$ cat config.mk
export PLATFORM = sky130hd
export DESIGN_NAME = tmc_top
export DESIGN_NICKNAME = d
export VERILOG_FILES = /design/src/logic/tmc_pkg.sv /design/src/logic/tmc_top.sv
export SDC_FILE = /design/constraint.sdc
export NUM_CORES = 1
export LEC_CHECK = 0
export BUFFER_PORTS_ARGS = -buffer_cell sky130_fd_sc_hd__buf_2
export CAP_MARGIN = 20
export CORE_MARGIN = 1
export CORE_UTILIZATION = 35
export DETAILED_ROUTE_END_ITERATION = 6
export PLACE_DENSITY = 0.61
export RECOVER_POWER = 100
export SLEW_MARGIN = 25
export SYNTH_ARGS = -nofsm -noshare
export SYNTH_HDL_FRONTEND = slang
export SYNTH_SLANG_ARGS = --single-unit
$ cat constraint.sdc
create_clock -name I_CLK -period 4.98 [get_ports I_CLK]
set_input_delay 0.747 -clock I_CLK [delete_from_list [all_inputs] [get_ports I_CLK]]
set_output_delay 0.747 -clock I_CLK [all_outputs]
set_load 0.01 [all_outputs]
$ cat src/logic/tmc_pkg.sv
/*
 * Constants shared by the timer mode control block: register offsets,
 * field positions, reset values and the encoding of the operating modes.
 * Assumes a 12-bit byte address space with 8-bit registers.
 */
package tmc_pkg;
   localparam int ADDR_W = 12;
   localparam int DATA_W = 8;
   localparam logic [11:0] CTL0_OFFSET = 12'hf06;
   localparam logic [11:0] CTL1_OFFSET = 12'hf07;
   localparam logic [7:0] CTL0_RESET = 8'h00;
   localparam logic [7:0] CTL1_RESET = 8'h00;

   // Control register zero.
   localparam int MODE_MSB_BIT = 7;
   localparam int IRQ_SEL_LSB = 5;
   localparam int RESERVED_BIT = 4;
   localparam int DEADBAND_LSB = 1;
   localparam int CAP_FLAG_BIT = 0;

   // Control register one.
   localparam int ENABLE_BIT = 7;
   localparam int POLARITY_BIT = 6;
   localparam int DIVIDER_LSB = 3;
   localparam int MODE_LOW_LSB = 0;

   // Interrupt source selections.
   localparam logic [1:0] IRQ_INPUT_ONLY = 2'h2;
   localparam logic [1:0] IRQ_RELOAD_ONLY = 2'h3;

   localparam int DEADBAND_CNT_W = 8;
   localparam int PRESCALE_W = 7;

   typedef enum logic [3:0] {
      MODE_ONE_SHOT = 4'h0,
      MODE_CONTINUOUS = 4'h1,
      MODE_COUNTER = 4'h2,
      MODE_PWM_SINGLE = 4'h3,
      MODE_CAPTURE = 4'h4,
      MODE_COMPARE = 4'h5,
      MODE_GATED = 4'h6,
      MODE_CAPTURE_COMPARE = 4'h7,
      MODE_PWM_DUAL = 4'h8,
      MODE_CAPTURE_RESTART = 4'h9,
      MODE_COMPARATOR_COUNTER = 4'ha
   } tmc_mode_type;
endpackage : tmc_pkg

$ cat src/logic/tmc_top.sv
/*
 * Mode control for one 16-bit counter/timer: the two control registers,
 * prescaler, input edge and gate handling, output level with deadband,
 * interrupt source filtering and the capture-cause flag.
 * Assumes the counter itself lives outside and reports reload and PWM
 * match as one-cycle pulses on I_CLK; the timer input pin is asynchronous.
 */
// How it works
// The mode msb in control zero joins the three mode bits of control one as a 4-bit mode.
// The interrupt source field passes all events (0x), input events only (10) or reload/compare only (11).
// Software writes zero to bit 4 of control zero; the block simply stores it.
// In the PWM modes the deadband field delays each output's rise by 0 cycles for 000, else 2 to the code.
// The capture-cause flag reads one when the last interrupt came from an input capture.
// The enable bit stops counting when zero and allows it when one.
// In one-shot, continuous and compare modes the output equals polarity when off and toggles on reload.
// Counter mode counts input rising edges for polarity 0, falling for 1, output as one-shot.
// Single PWM drives polarity when off, its inverse on match and polarity again on reload.
// Capture mode captures on input rising edges for polarity 0 and falling for 1.
// Gated mode counts while the input is at its active level and interrupts on its deassertion.
// Capture/compare starts counting on the first selected edge and captures on each later one.
// Both control registers reset to zero: disabled, one-shot, no deadband, all interrupts.
// The prescaler divides by 2 to the divider field and is cleared while the timer is disabled.
// Mode codes 0 to 10 select the eleven modes in their documented order.
// In dual PWM the complement is opposite the main output and only rises are delayed.
// The capture-cause flag is updated at every interrupt taken.
`timescale 1ns/100ps
module tmc_top (
   input wire logic I_CLK,
   input wire logic I_RESET_N,
   input wire logic [11:0] I_ADDR,
   input wire logic [7:0] I_WDATA,
   input wire logic I_WR,
   input wire logic I_RD,
   output logic [7:0] O_RDATA,
   input wire logic I_TIMER_IN,
   input wire logic I_RELOAD,
   input wire logic I_PWM_MATCH,
   output logic O_COUNT_TICK,
   output logic O_CAPTURE,
   output logic O_RESTART,
   output logic O_IRQ,
   output logic O_TIMER_OUT,
   output logic O_TIMER_OUT_N,
   output logic [3:0] O_MODE,
   output logic O_ENABLE
);

   ////////////////////////////////////////////////////////////////////////////
   // Register file.

   logic [7:0] ctl0_r, ctl0_nxt;
   logic [7:0] ctl1_r, ctl1_nxt;
   logic [7:0] rdata_r, rdata_nxt;
   logic irq_now, irq_from_cap;

   function automatic logic [7:0] read_mux(input logic [11:0] a, input logic [7:0] c0,
                                           input logic [7:0] c1);
      if (a == tmc_pkg::CTL0_OFFSET) begin
         return c0;
      end else if (a == tmc_pkg::CTL1_OFFSET) begin
         return c1;
      end
      return 8'h00;
   endfunction : read_mux

   always_comb begin
      ctl0_nxt = ctl0_r;
      ctl1_nxt = ctl1_r;
      rdata_nxt = rdata_r;
      if (I_WR && I_ADDR == tmc_pkg::CTL0_OFFSET) begin
         ctl0_nxt = I_WDATA;
      end
      if (I_WR && I_ADDR == tmc_pkg::CTL1_OFFSET) begin
         ctl1_nxt = I_WDATA;
      end
      // The interrupt cause overrides a software write in the same cycle.
      if (irq_now) begin
         ctl0_nxt[tmc_pkg::CAP_FLAG_BIT] = irq_from_cap;
      end
      if (I_RD) begin
         rdata_nxt = read_mux(I_ADDR, ctl0_r, ctl1_r);
      end
   end

   always_ff @(posedge I_CLK or negedge I_RESET_N) begin
      if (!I_RESET_N) begin
         ctl0_r <= tmc_pkg::CTL0_RESET;
         ctl1_r <= tmc_pkg::CTL1_RESET;
         rdata_r <= 8'h00;
      end else begin
         ctl0_r <= ctl0_nxt;
         ctl1_r <= ctl1_nxt;
         rdata_r <= rdata_nxt;
      end
   end

   assign O_RDATA = rdata_r;

   logic en, pol;
   logic [1:0] irq_sel;
   logic [2:0] dly_sel, div_sel;
   tmc_pkg::tmc_mode_type mode;

   assign mode = tmc_pkg::tmc_mode_type'({ctl0_r[tmc_pkg::MODE_MSB_BIT],
                                          ctl1_r[tmc_pkg::MODE_LOW_LSB +: 3]});
   assign en = ctl1_r[tmc_pkg::ENABLE_BIT];
   assign pol = ctl1_r[tmc_pkg::POLARITY_BIT];
   assign irq_sel = ctl0_r[tmc_pkg::IRQ_SEL_LSB +: 2];
   assign dly_sel = ctl0_r[tmc_pkg::DEADBAND_LSB +: 3];
   assign div_sel = ctl1_r[tmc_pkg::DIVIDER_LSB +: 3];
   assign O_MODE = mode;
   assign O_ENABLE = en;

   ////////////////////////////////////////////////////////////////////////////
   // Timer input: two-stage synchroniser, then edge detection.

   logic in_s1_r, in_s2_r, in_d_r;

   always_ff @(posedge I_CLK or negedge I_RESET_N) begin
      if (!I_RESET_N) begin
         in_s1_r <= 1'b0;
         in_s2_r <= 1'b0;
         in_d_r <= 1'b0;
      end else begin
         in_s1_r <= I_TIMER_IN;
         in_s2_r <= in_s1_r;
         in_d_r <= in_s2_r;
      end
   end

   logic rise, fall, sel_edge, opp_edge, gate_active;
   assign rise = in_s2_r && !in_d_r;
   assign fall = !in_s2_r && in_d_r;
   assign sel_edge = pol ? fall : rise;
   assign opp_edge = pol ? rise : fall;
   assign gate_active = in_s2_r ^ pol;

   ////////////////////////////////////////////////////////////////////////////
   // Count source, capture/compare start and prescaler.

   logic started_r, started_nxt;
   logic [tmc_pkg::PRESCALE_W-1:0] presc_r, presc_nxt, presc_mask;
   logic count_src, capture_evt, deassert_evt;

   always_comb begin
      count_src = en;
      capture_evt = 1'b0;
      deassert_evt = 1'b0;
      case (mode)
         tmc_pkg::MODE_COUNTER: begin
            count_src = en && sel_edge;
         end
         tmc_pkg::MODE_GATED: begin
            count_src = en && gate_active;
            deassert_evt = en && opp_edge;
         end
         tmc_pkg::MODE_CAPTURE, tmc_pkg::MODE_CAPTURE_RESTART: begin
            capture_evt = en && sel_edge;
         end
         tmc_pkg::MODE_CAPTURE_COMPARE: begin
            count_src = en && started_r;
            capture_evt = en && started_r && sel_edge;
         end
         default: begin
            count_src = en;
         end
      endcase
   end

   always_comb begin
      started_nxt = started_r;
      presc_nxt = presc_r;
      if (!en) begin
         started_nxt = 1'b0;
         presc_nxt = '0;
      end else begin
         if (mode == tmc_pkg::MODE_CAPTURE_COMPARE && sel_edge) begin
            started_nxt = 1'b1;
         end
         if (count_src) begin
            presc_nxt = presc_r + 7'h01;
         end
      end
   end

   always_ff @(posedge I_CLK or negedge I_RESET_N) begin
      if (!I_RESET_N) begin
         started_r <= 1'b0;
         presc_r <= '0;
      end else begin
         started_r <= started_nxt;
         presc_r <= presc_nxt;
      end
   end

   // A tick leaves every 2^div source events; a code of 000 passes each one.
   assign presc_mask = 7'((8'h01 << div_sel) - 8'h01);
   assign O_COUNT_TICK = count_src && ((presc_r & presc_mask) == presc_mask);
   assign O_CAPTURE = capture_evt;
   assign O_RESTART = capture_evt && mode == tmc_pkg::MODE_CAPTURE_RESTART;

   ////////////////////////////////////////////////////////////////////////////
   // Interrupt filtering.

   logic reload_evt, input_evt, pass_reload, pass_input;
   assign reload_evt = en && I_RELOAD;
   assign input_evt = capture_evt || deassert_evt;
   assign pass_reload = reload_evt && irq_sel != tmc_pkg::IRQ_INPUT_ONLY;
   assign pass_input = input_evt && irq_sel != tmc_pkg::IRQ_RELOAD_ONLY;
   assign irq_now = pass_reload || pass_input;
   // When a capture and a reload coincide and input events pass, the capture is reported as the cause.
   assign irq_from_cap = pass_input && capture_evt;
   assign O_IRQ = irq_now;

   ////////////////////////////////////////////////////////////////////////////
   // Output level and deadband.

   logic raw_r, raw_nxt, pwm_mode;
   logic [1:0] want, out_r, out_nxt;
   logic [tmc_pkg::DEADBAND_CNT_W-1:0] dcnt_r [2];
   logic [tmc_pkg::DEADBAND_CNT_W-1:0] dcnt_nxt [2];
   logic [tmc_pkg::DEADBAND_CNT_W-1:0] dly;

   assign pwm_mode = mode == tmc_pkg::MODE_PWM_SINGLE || mode == tmc_pkg::MODE_PWM_DUAL;

   always_comb begin
      raw_nxt = raw_r;
      if (!en) begin
         raw_nxt = pol;
      end else if (pwm_mode) begin
         if (I_RELOAD) begin
            raw_nxt = pol;
         end else if (I_PWM_MATCH) begin
            raw_nxt = !pol;
         end
      end else if (I_RELOAD) begin
         raw_nxt = !raw_r;
      end
   end

   // The rise is delayed only while running a PWM mode; idle levels apply at once.
   assign dly = (dly_sel == 3'h0 || !en || !pwm_mode) ? 8'h00 : 8'(8'h01 << dly_sel);
   assign want = {!raw_nxt, raw_nxt};

   generate
      for (genvar i = 0; i < 2; i++) begin : g_dead
         always_comb begin
            out_nxt[i] = out_r[i];
            dcnt_nxt[i] = dcnt_r[i];
            if (!want[i]) begin
               out_nxt[i] = 1'b0;
               dcnt_nxt[i] = 8'h00;
            end else if (!out_r[i]) begin
               // Reaching or passing the delay releases the rise. A delay that shrinks in
               // mid-count, or drops to zero on disable, would otherwise wrap the counter.
               if (dcnt_r[i] >= dly) begin
                  out_nxt[i] = 1'b1;
               end else begin
                  dcnt_nxt[i] = dcnt_r[i] + 8'h01;
               end
            end
         end

         always_ff @(posedge I_CLK or negedge I_RESET_N) begin
            if (!I_RESET_N) begin
               out_r[i] <= (i == 1);
               dcnt_r[i] <= 8'h00;
            end else begin
               out_r[i] <= out_nxt[i];
               dcnt_r[i] <= dcnt_nxt[i];
            end
         end
      end
   endgenerate

   always_ff @(posedge I_CLK or negedge I_RESET_N) begin
      if (!I_RESET_N) begin
         raw_r <= 1'b0;
      end else begin
         raw_r <= raw_nxt;
      end
   end

   assign O_TIMER_OUT = out_r[0];
   assign O_TIMER_OUT_N = out_r[1];

   ////////////////////////////////////////////////////////////////////////////
   // Checks.

   a_read_ctl0: assert property (@(posedge I_CLK) disable iff (!I_RESET_N)
      I_RD && I_ADDR == tmc_pkg::CTL0_OFFSET |=> O_RDATA == $past(ctl0_r))
      else $error("control zero read data wrong");

   a_irq_reload_only: assert property (@(posedge I_CLK) disable iff (!I_RESET_N)
      irq_sel == 2'h3 && !reload_evt |-> !O_IRQ)
      else $error("input event passed while reload only");

   a_capture_flag: assert property (@(posedge I_CLK) disable iff (!I_RESET_N)
      O_IRQ |=> ctl0_r[0] == $past(capture_evt && irq_sel != 2'h3))
      else $error("capture cause flag not updated");

   a_no_tick_off: assert property (@(posedge I_CLK) disable iff (!I_RESET_N)
      !en |-> !O_COUNT_TICK ##1 presc_r == 7'h00)
      else $error("tick or prescale while disabled");

   a_idle_level: assert property (@(posedge I_CLK) disable iff (!I_RESET_N)
      !en && !$past(en) |=> O_TIMER_OUT == $past(pol) && O_TIMER_OUT_N == !$past(pol))
      else $error("idle output differs from polarity");

   a_reload_toggle: assert property (@(posedge I_CLK) disable iff (!I_RESET_N)
      en && I_RELOAD && !I_WR && mode inside {tmc_pkg::MODE_ONE_SHOT,
      tmc_pkg::MODE_CONTINUOUS, tmc_pkg::MODE_COMPARE} |=> raw_r != $past(raw_r))
      else $error("output did not toggle on reload");

   a_gate_hold: assert property (@(posedge I_CLK) disable iff (!I_RESET_N)
      mode == tmc_pkg::MODE_GATED && !gate_active |-> !O_COUNT_TICK)
      else $error("gated count while input inactive");

   a_deadband_two: assert property (@(posedge I_CLK) disable iff (!I_RESET_N)
      $rose(raw_r) && en && pwm_mode && dly_sel == 3'h1 && !I_WR && !I_RELOAD
      |-> !O_TIMER_OUT ##1 !O_TIMER_OUT ##1 (O_TIMER_OUT || !raw_r))
      else $error("deadband of two cycles not kept");

   a_dual_overlap: assert property (@(posedge I_CLK) disable iff (!I_RESET_N)
      !(O_TIMER_OUT && O_TIMER_OUT_N))
      else $error("output and complement high together");

   a_cc_start: assert property (@(posedge I_CLK) disable iff (!I_RESET_N)
      mode == tmc_pkg::MODE_CAPTURE_COMPARE && !started_r |-> !O_CAPTURE && !O_COUNT_TICK)
      else $error("capture/compare active before first edge");

endmodule : tmc_top

* Yosys cells after proc, flatten, opt, wreduce, memory -nomap -nowiden
Cells that the tools add are included.
W data, S select, Z words.
** Storage, ports and cells
- Register bits :: 54
- Input bits :: 27
- Output and inout bits :: 19
- Logic and storage cells :: 109
** Cells by class
- Add/sub/neg operators :: 4
- $lt $le $gt $ge :: 2
- Eq/ne operators :: 18
- Shifts and indexed selects :: 2
- Multiplexer cells :: 35
- Bitwise operators :: 2
- Reductions and logical operators :: 32
** Operators by type and width (number)
- $mux W8 :: 10
- $eq A12 B12 Y1 const B :: 2
- $mux W1 :: 21
- $add A8 B1 Y8 const B :: 2
- $ge A8 B8 Y1 :: 2
- $logic_and A1 B1 Y1 :: 16
- $mux W7 :: 2
- $eq A4 B3 Y1 const B :: 3
- $ne A2 B2 Y1 const B :: 6
- $eq A4 B2 Y1 const B :: 2
- $eq A4 B4 Y1 const B :: 2
- $shl A1 B3 Y8 const A :: 1
- $add A7 B1 Y7 const B :: 1
- $and A7 B7 Y7 :: 1
- $eq A7 B7 Y1 :: 1
- $shl A1 B3 Y7 const A :: 1
- $sub A7 B1 Y7 const B :: 1
- $logic_not A1 Y1 :: 6
- $logic_or A1 B1 Y1 :: 5
- $ne A2 B1 Y1 const B :: 2
- $reduce_and A2 Y1 :: 2
- $logic_not A3 Y1 :: 1
- $pmux W1 S3 :: 1
- $pmux W1 S2 :: 1
- 3 further kinds :: 3

* Depth between registers and ports, before layout
- Depth after elaboration :: 9
- Gate-level depth with buffers :: 13
- Depth with buffers taken out :: 11

* Worst setup path before layout
Ideal clock, no wire load.
- Kind :: reg2reg
- Start point :: register ctl1_r[1]
- End point :: register dcnt_r[4] (netlist bit)
- Library setup time :: 0.078 ns
- Arrival :: 2.933 ns
- Setup slack :: 1.969 ns
- Cell stages (with the launch flop) :: 12
- Path buffers :: 1
- Clock period less this slack :: 3.011 ns
- Cell sequence :: dfrtp_1 or3b_1 a21oi_1 nand2_1 nor2_1 nand2_1 ha_1 a2111o_1 a21o_1 buf_1 or4_1 a21oi_1
** On the way
- Word-level cells in the longest chain between the ends :: 8
- Elaborated cells between the ends (all ways) :: 13
- Those cells by class :: 1 x order compare; 4 x eq/ne; 4 x mux; 4 x reduce/logical
** Ends and longest elaborated chain
- from (decl) :: line tmc_top.sv:52 : logic [7:0] ctl1_r, ctl1_nxt;
- from (signal assigned) :: line tmc_top.sv:88 : ctl1_r <= tmc_pkg::CTL1_RESET;
- from (signal assigned) :: line tmc_top.sv:92 : ctl1_r <= ctl1_nxt;
- $eq A4 B2 Y1 / $eq A4 B4 Y1 (equally long branches) :: line tmc_top.sv:224 : assign pwm_mode = mode == tmc_pkg::MODE_PWM_SINGLE || mode == tmc_pkg::MODE_PWM_DUAL;
- $logic_or A1 B1 Y1 * :: line tmc_top.sv:224
- $logic_not A1 Y1 :: line tmc_top.sv:242 : assign dly = (dly_sel == 3'h0 || !en || !pwm_mode) ? 8'h00 : 8'(8'h01 << dly_sel);
- $logic_or A1 B1 Y1 :: line tmc_top.sv:242
- $mux W8 :: line tmc_top.sv:242
- $ge A8 B8 Y1 :: line tmc_top.sv:256 : if (dcnt_r[i] >= dly) begin
- $ne A2 B2 Y1 (no source line)
- $reduce_and A2 Y1 (no source line)
- to (signal, indexed assignment) :: line tmc_top.sv:270 : dcnt_r[i] <= dcnt_nxt[i];
- to (decl) :: line tmc_top.sv:220 : logic [tmc_pkg::DEADBAND_CNT_W-1:0] dcnt_r [2];
Every way passes the cells marked *; elsewhere a longest branch is shown, timed or not.
A chain may end at the register's enable or synchronous reset.

* Worst setup path in the final report
- Start point :: register ctl1_r[0]
- End point :: register out_r[0] (netlist: O_TIMER_OUT)
** On the way
- Elaborated cells between the ends (all ways) :: 12
- Those cells by class :: 1 x order compare; 2 x eq/ne; 6 x mux; 3 x reduce/logical
** RTL lines
- $eq A4 B2 Y1 / $eq A4 B4 Y1 (equally long branches) :: line tmc_top.sv:224
- $logic_or A1 B1 Y1 * :: line tmc_top.sv:224
- $mux W1 * :: line tmc_top.sv:230 : end else if (pwm_mode) begin
- $mux W1 * :: line tmc_top.sv:228 : if (!en) begin
- via raw_nxt :: line tmc_top.sv:218 : logic raw_r, raw_nxt, pwm_mode;
- $mux W1 * :: line tmc_top.sv:250 : if (!want[i]) begin
- via out_nxt[0] :: line tmc_top.sv:219 : logic [1:0] want, out_r, out_nxt;
- to (signal, indexed assignment) :: line tmc_top.sv:266 : out_r[i] <= (i == 1);
- to (signal, indexed assignment) :: line tmc_top.sv:269 : out_r[i] <= out_nxt[i];
- to (decl) :: line tmc_top.sv:219
Mark *: on every way through the listed nets, which the timed path passes. The rest lies on a longest branch.

==> reports/metrics.yaml <==
fp.dieW_microns: 97.8
drt_pass1_iterations: 6
grt_pass1_vias: 2416
finalCritPeriodShare_pct: 75.9
initial_core_util_pct: 36.5
min_period_ps: 3780
fin_util_pct: 40.5
start_kind: "flip-flop"
clock_skew_ps: 15.0
cts_sinks: 54
synth.avg_cell_area_sq_um: 9.82
finalSetupViolations: 0
die_h_microns: 97.8
clk_pin_slew_ps: 110
ys_top_cells_by_area: "dfrtp_1 41%, ha_1 7.4%, mux2i_1 5.6%"
grtUsageTotal_pct: 15.4
diodes: 0
synth_top_cell_area_share_pct: 41.3
ant_nets: 0
syn-cell-area_sq_um: 3210
n_fill_cell: 875
vdd_drop_max_mv: 0.103
num_rows: 34
clock.fmax_mhz: 264
htreeDepth: 2
postCtsSetupBuffers: 0
hold_viol_final: 0
area_delta_synth_final_pct: 11.0
synth_cell_types: 53
wl_per_cell_microns: 14.6
cts-buffers-inserted: 5
clk_path_buf_depth: 2
setup.worst_path.class: "flip-flop to flip-flop"
ys_seq_elements: 54
core_sq_um: 8810
grt_antenna_before_repair: 0
postCtsHoldBufs: 0
ys.flop_type: "dfrtp_1"
dr_total_vias: 2583
drt_iter0_drc: 91
port_buffers: 45
io_pins: 46
cts_resized: 0
dieArea_sq_um: 9560
grt_overflow: 0
hold_path_class: "flip-flop to flip-flop"
cts_tree: "built"
cp_slowest_cell: "o311ai_0"
grt_pass1_wl_mm: 11.9
place_congestion: 0.765
path_max_fanout: 12
async_flop_share_pct: 100
layout-drive-gt1-share_pct: 14.6
nets: 414
yosysWarnings: 0
drc_errors: 8
maxSlewViolCount: 66
required_ps: 5180
power_density_nw_per_um2: 281
crit_path_cell_trace: "or3b_1 > a211oi_1 > mux2i_1 > o311ai_0 > inv_4 > and2_0"
arrival_ps: 3980
syn_inst: 327
status: "finished, violations left"
ys_seq_area_share_pct: 42.1
hpwlAfterDp_mm: 5.20
clk-insertion-delay-late_ps: 320
yosys.area.top_type: "dfrtp_1"
tns_ps: 0
slew_headroom_pct: -94.2
cap_viol_max_count: 2
p_leak_uw: 0.00164
max_stage_delay_ps: 1870
grt_setup_unrepaired: "false"
crit_path_end_kind: "flip-flop"
ctsRootBufferMaster: "clkbuf_8"
grt_max_degree: 55
worst_pin_slew_ps: 2910
violations: "DRC, capacitance limit, slew limit"
routed_via_density: 5.42
totalWireLength_mm: 6.98
synth-edff-count: 0
## Yosys cell counts, types with 5 or more instances
cell	count
clkbuf_1	6
mux2_2	13
o22ai_1	9
nand4_1	8
nand2b_1	10
a211oi_1	5
dfrtp_1	53
o21ai_0	16
nor2b_1	7
and3_1	8
nor2_1	17
or3_1	6
inv_1	20
xnor2_1	8
nand2_1	24
a21oi_1	15
mux2i_1	18
ha_1	19
nand3_1	11
## worst paths after layout
kind,from,endpoint,slack [ps],cells past startpoint
worst min register to register,in_s1_r,in_s2_r,360,0
min in group asynchronous,I_RESET_N,dcnt_r[4],1460,2
worst min-delay path,in_s1_r,in_s2_r,360,0
max in group asynchronous,I_RESET_N,ctl1_r[3],1870,2
worst max-delay path,ctl1_r[0],O_TIMER_OUT,1200,6
worst max register to register,ctl1_r[0],O_TIMER_OUT,1200,6
## cell type report
class                   count  area, sq um  share of cell area (%)
clock buffers               5         68.8                    1.93
clock inverters             3         26.3                   0.737
inverters                  21         81.3                    2.28
multi-input cells         240         1700                    47.6
flip-flops and latches     54         1350                    37.9
well taps                 108          135                    3.79
repair buffers             46          205                    5.76
## state kept, by name (all words and copies together), names as in the netlist, 7 cells and up
signal / cells
presc_r: 7
ctl0_r: 8
O_RDATA: 8
dcnt_r: 16
ctl1_r: 8
## placed cells by master, fill, tap and decap left out, drive strengths merged, types with 6 or more instances in the layout
| cell | n |
|---|---|
| dfrtp | 53 |
| nand3 | 11 |
| nor2 | 17 |
| ha | 19 |
| a211oi | 6 |
| or3 | 6 |
| mux2 | 13 |
| o22ai | 9 |
| nor2b | 7 |
| clkbuf | 25 |
| inv | 23 |
| xnor2 | 8 |
| nand2 | 24 |
| o21ai | 16 |
| mux2i | 18 |
| and3 | 8 |
| a21oi | 15 |
| nand2b | 10 |
| nand4 | 8 |
| buf | 26 |
## metrics by stage
stage / hold slack [ps] / std cells / setup WS, ps / cell area [sq um] / total power [uW]
2_1_floorplan: 331 / 328 / 1970 / 3220 / 688
3_3_place_gp: 335 / 469 / 1670 / 3520 / 746
3_5_place_dp: 339 / 469 / 1560 / 3520 / 753
4_1_cts: 365 / 477 / 1500 / 3610 / 1020
5_1_grt: 373 / 477 / 845 / 3560 / 1070
6_report: 360 / 477 / 1200 / 3560 / 1000
## where the power goes
group | switching, uW | internal [uW] | total, uW
combinational | 117 | 104 | 221
clock | 159 | 104 | 263
sequential | 39.1 | 480 | 519
total | 315 | 688 | 1000
## per-layer routing
metal	up-vias	track usage (%)	part of all wire, %
li1	1259	-	-
met1	1261	21.4	50
met2	53	23.9	44
met3	10	3.36	4.6
met4	0	5.13	1.7
met5	-	0	0
## worst max-delay path: cells and delay by family (launching register included)
kind / cells / cell delay [ps]
buffers and inverters: 1 / 180
and+or+nand+nor: 2 / 690
AOI/OAI and AO/OA: 2 / 2170
DFF: 1 / 510
muxes: 1 / 110
## logic make-up (layout without fill, tap and decap cells)
logic type	count (synthesis)	after routing	synth area share (%)
buf+inv	34	75	4.60
simple gates	116	116	20.1
other cells	1	2	0.117
flops	54	54	42.1
fa+ha+maj	19	19	7.40
mux	31	31	10.2
compound gates	63	63	13.1
xor+xnor	9	9	2.45
Power figures use the tool's default switching activity.
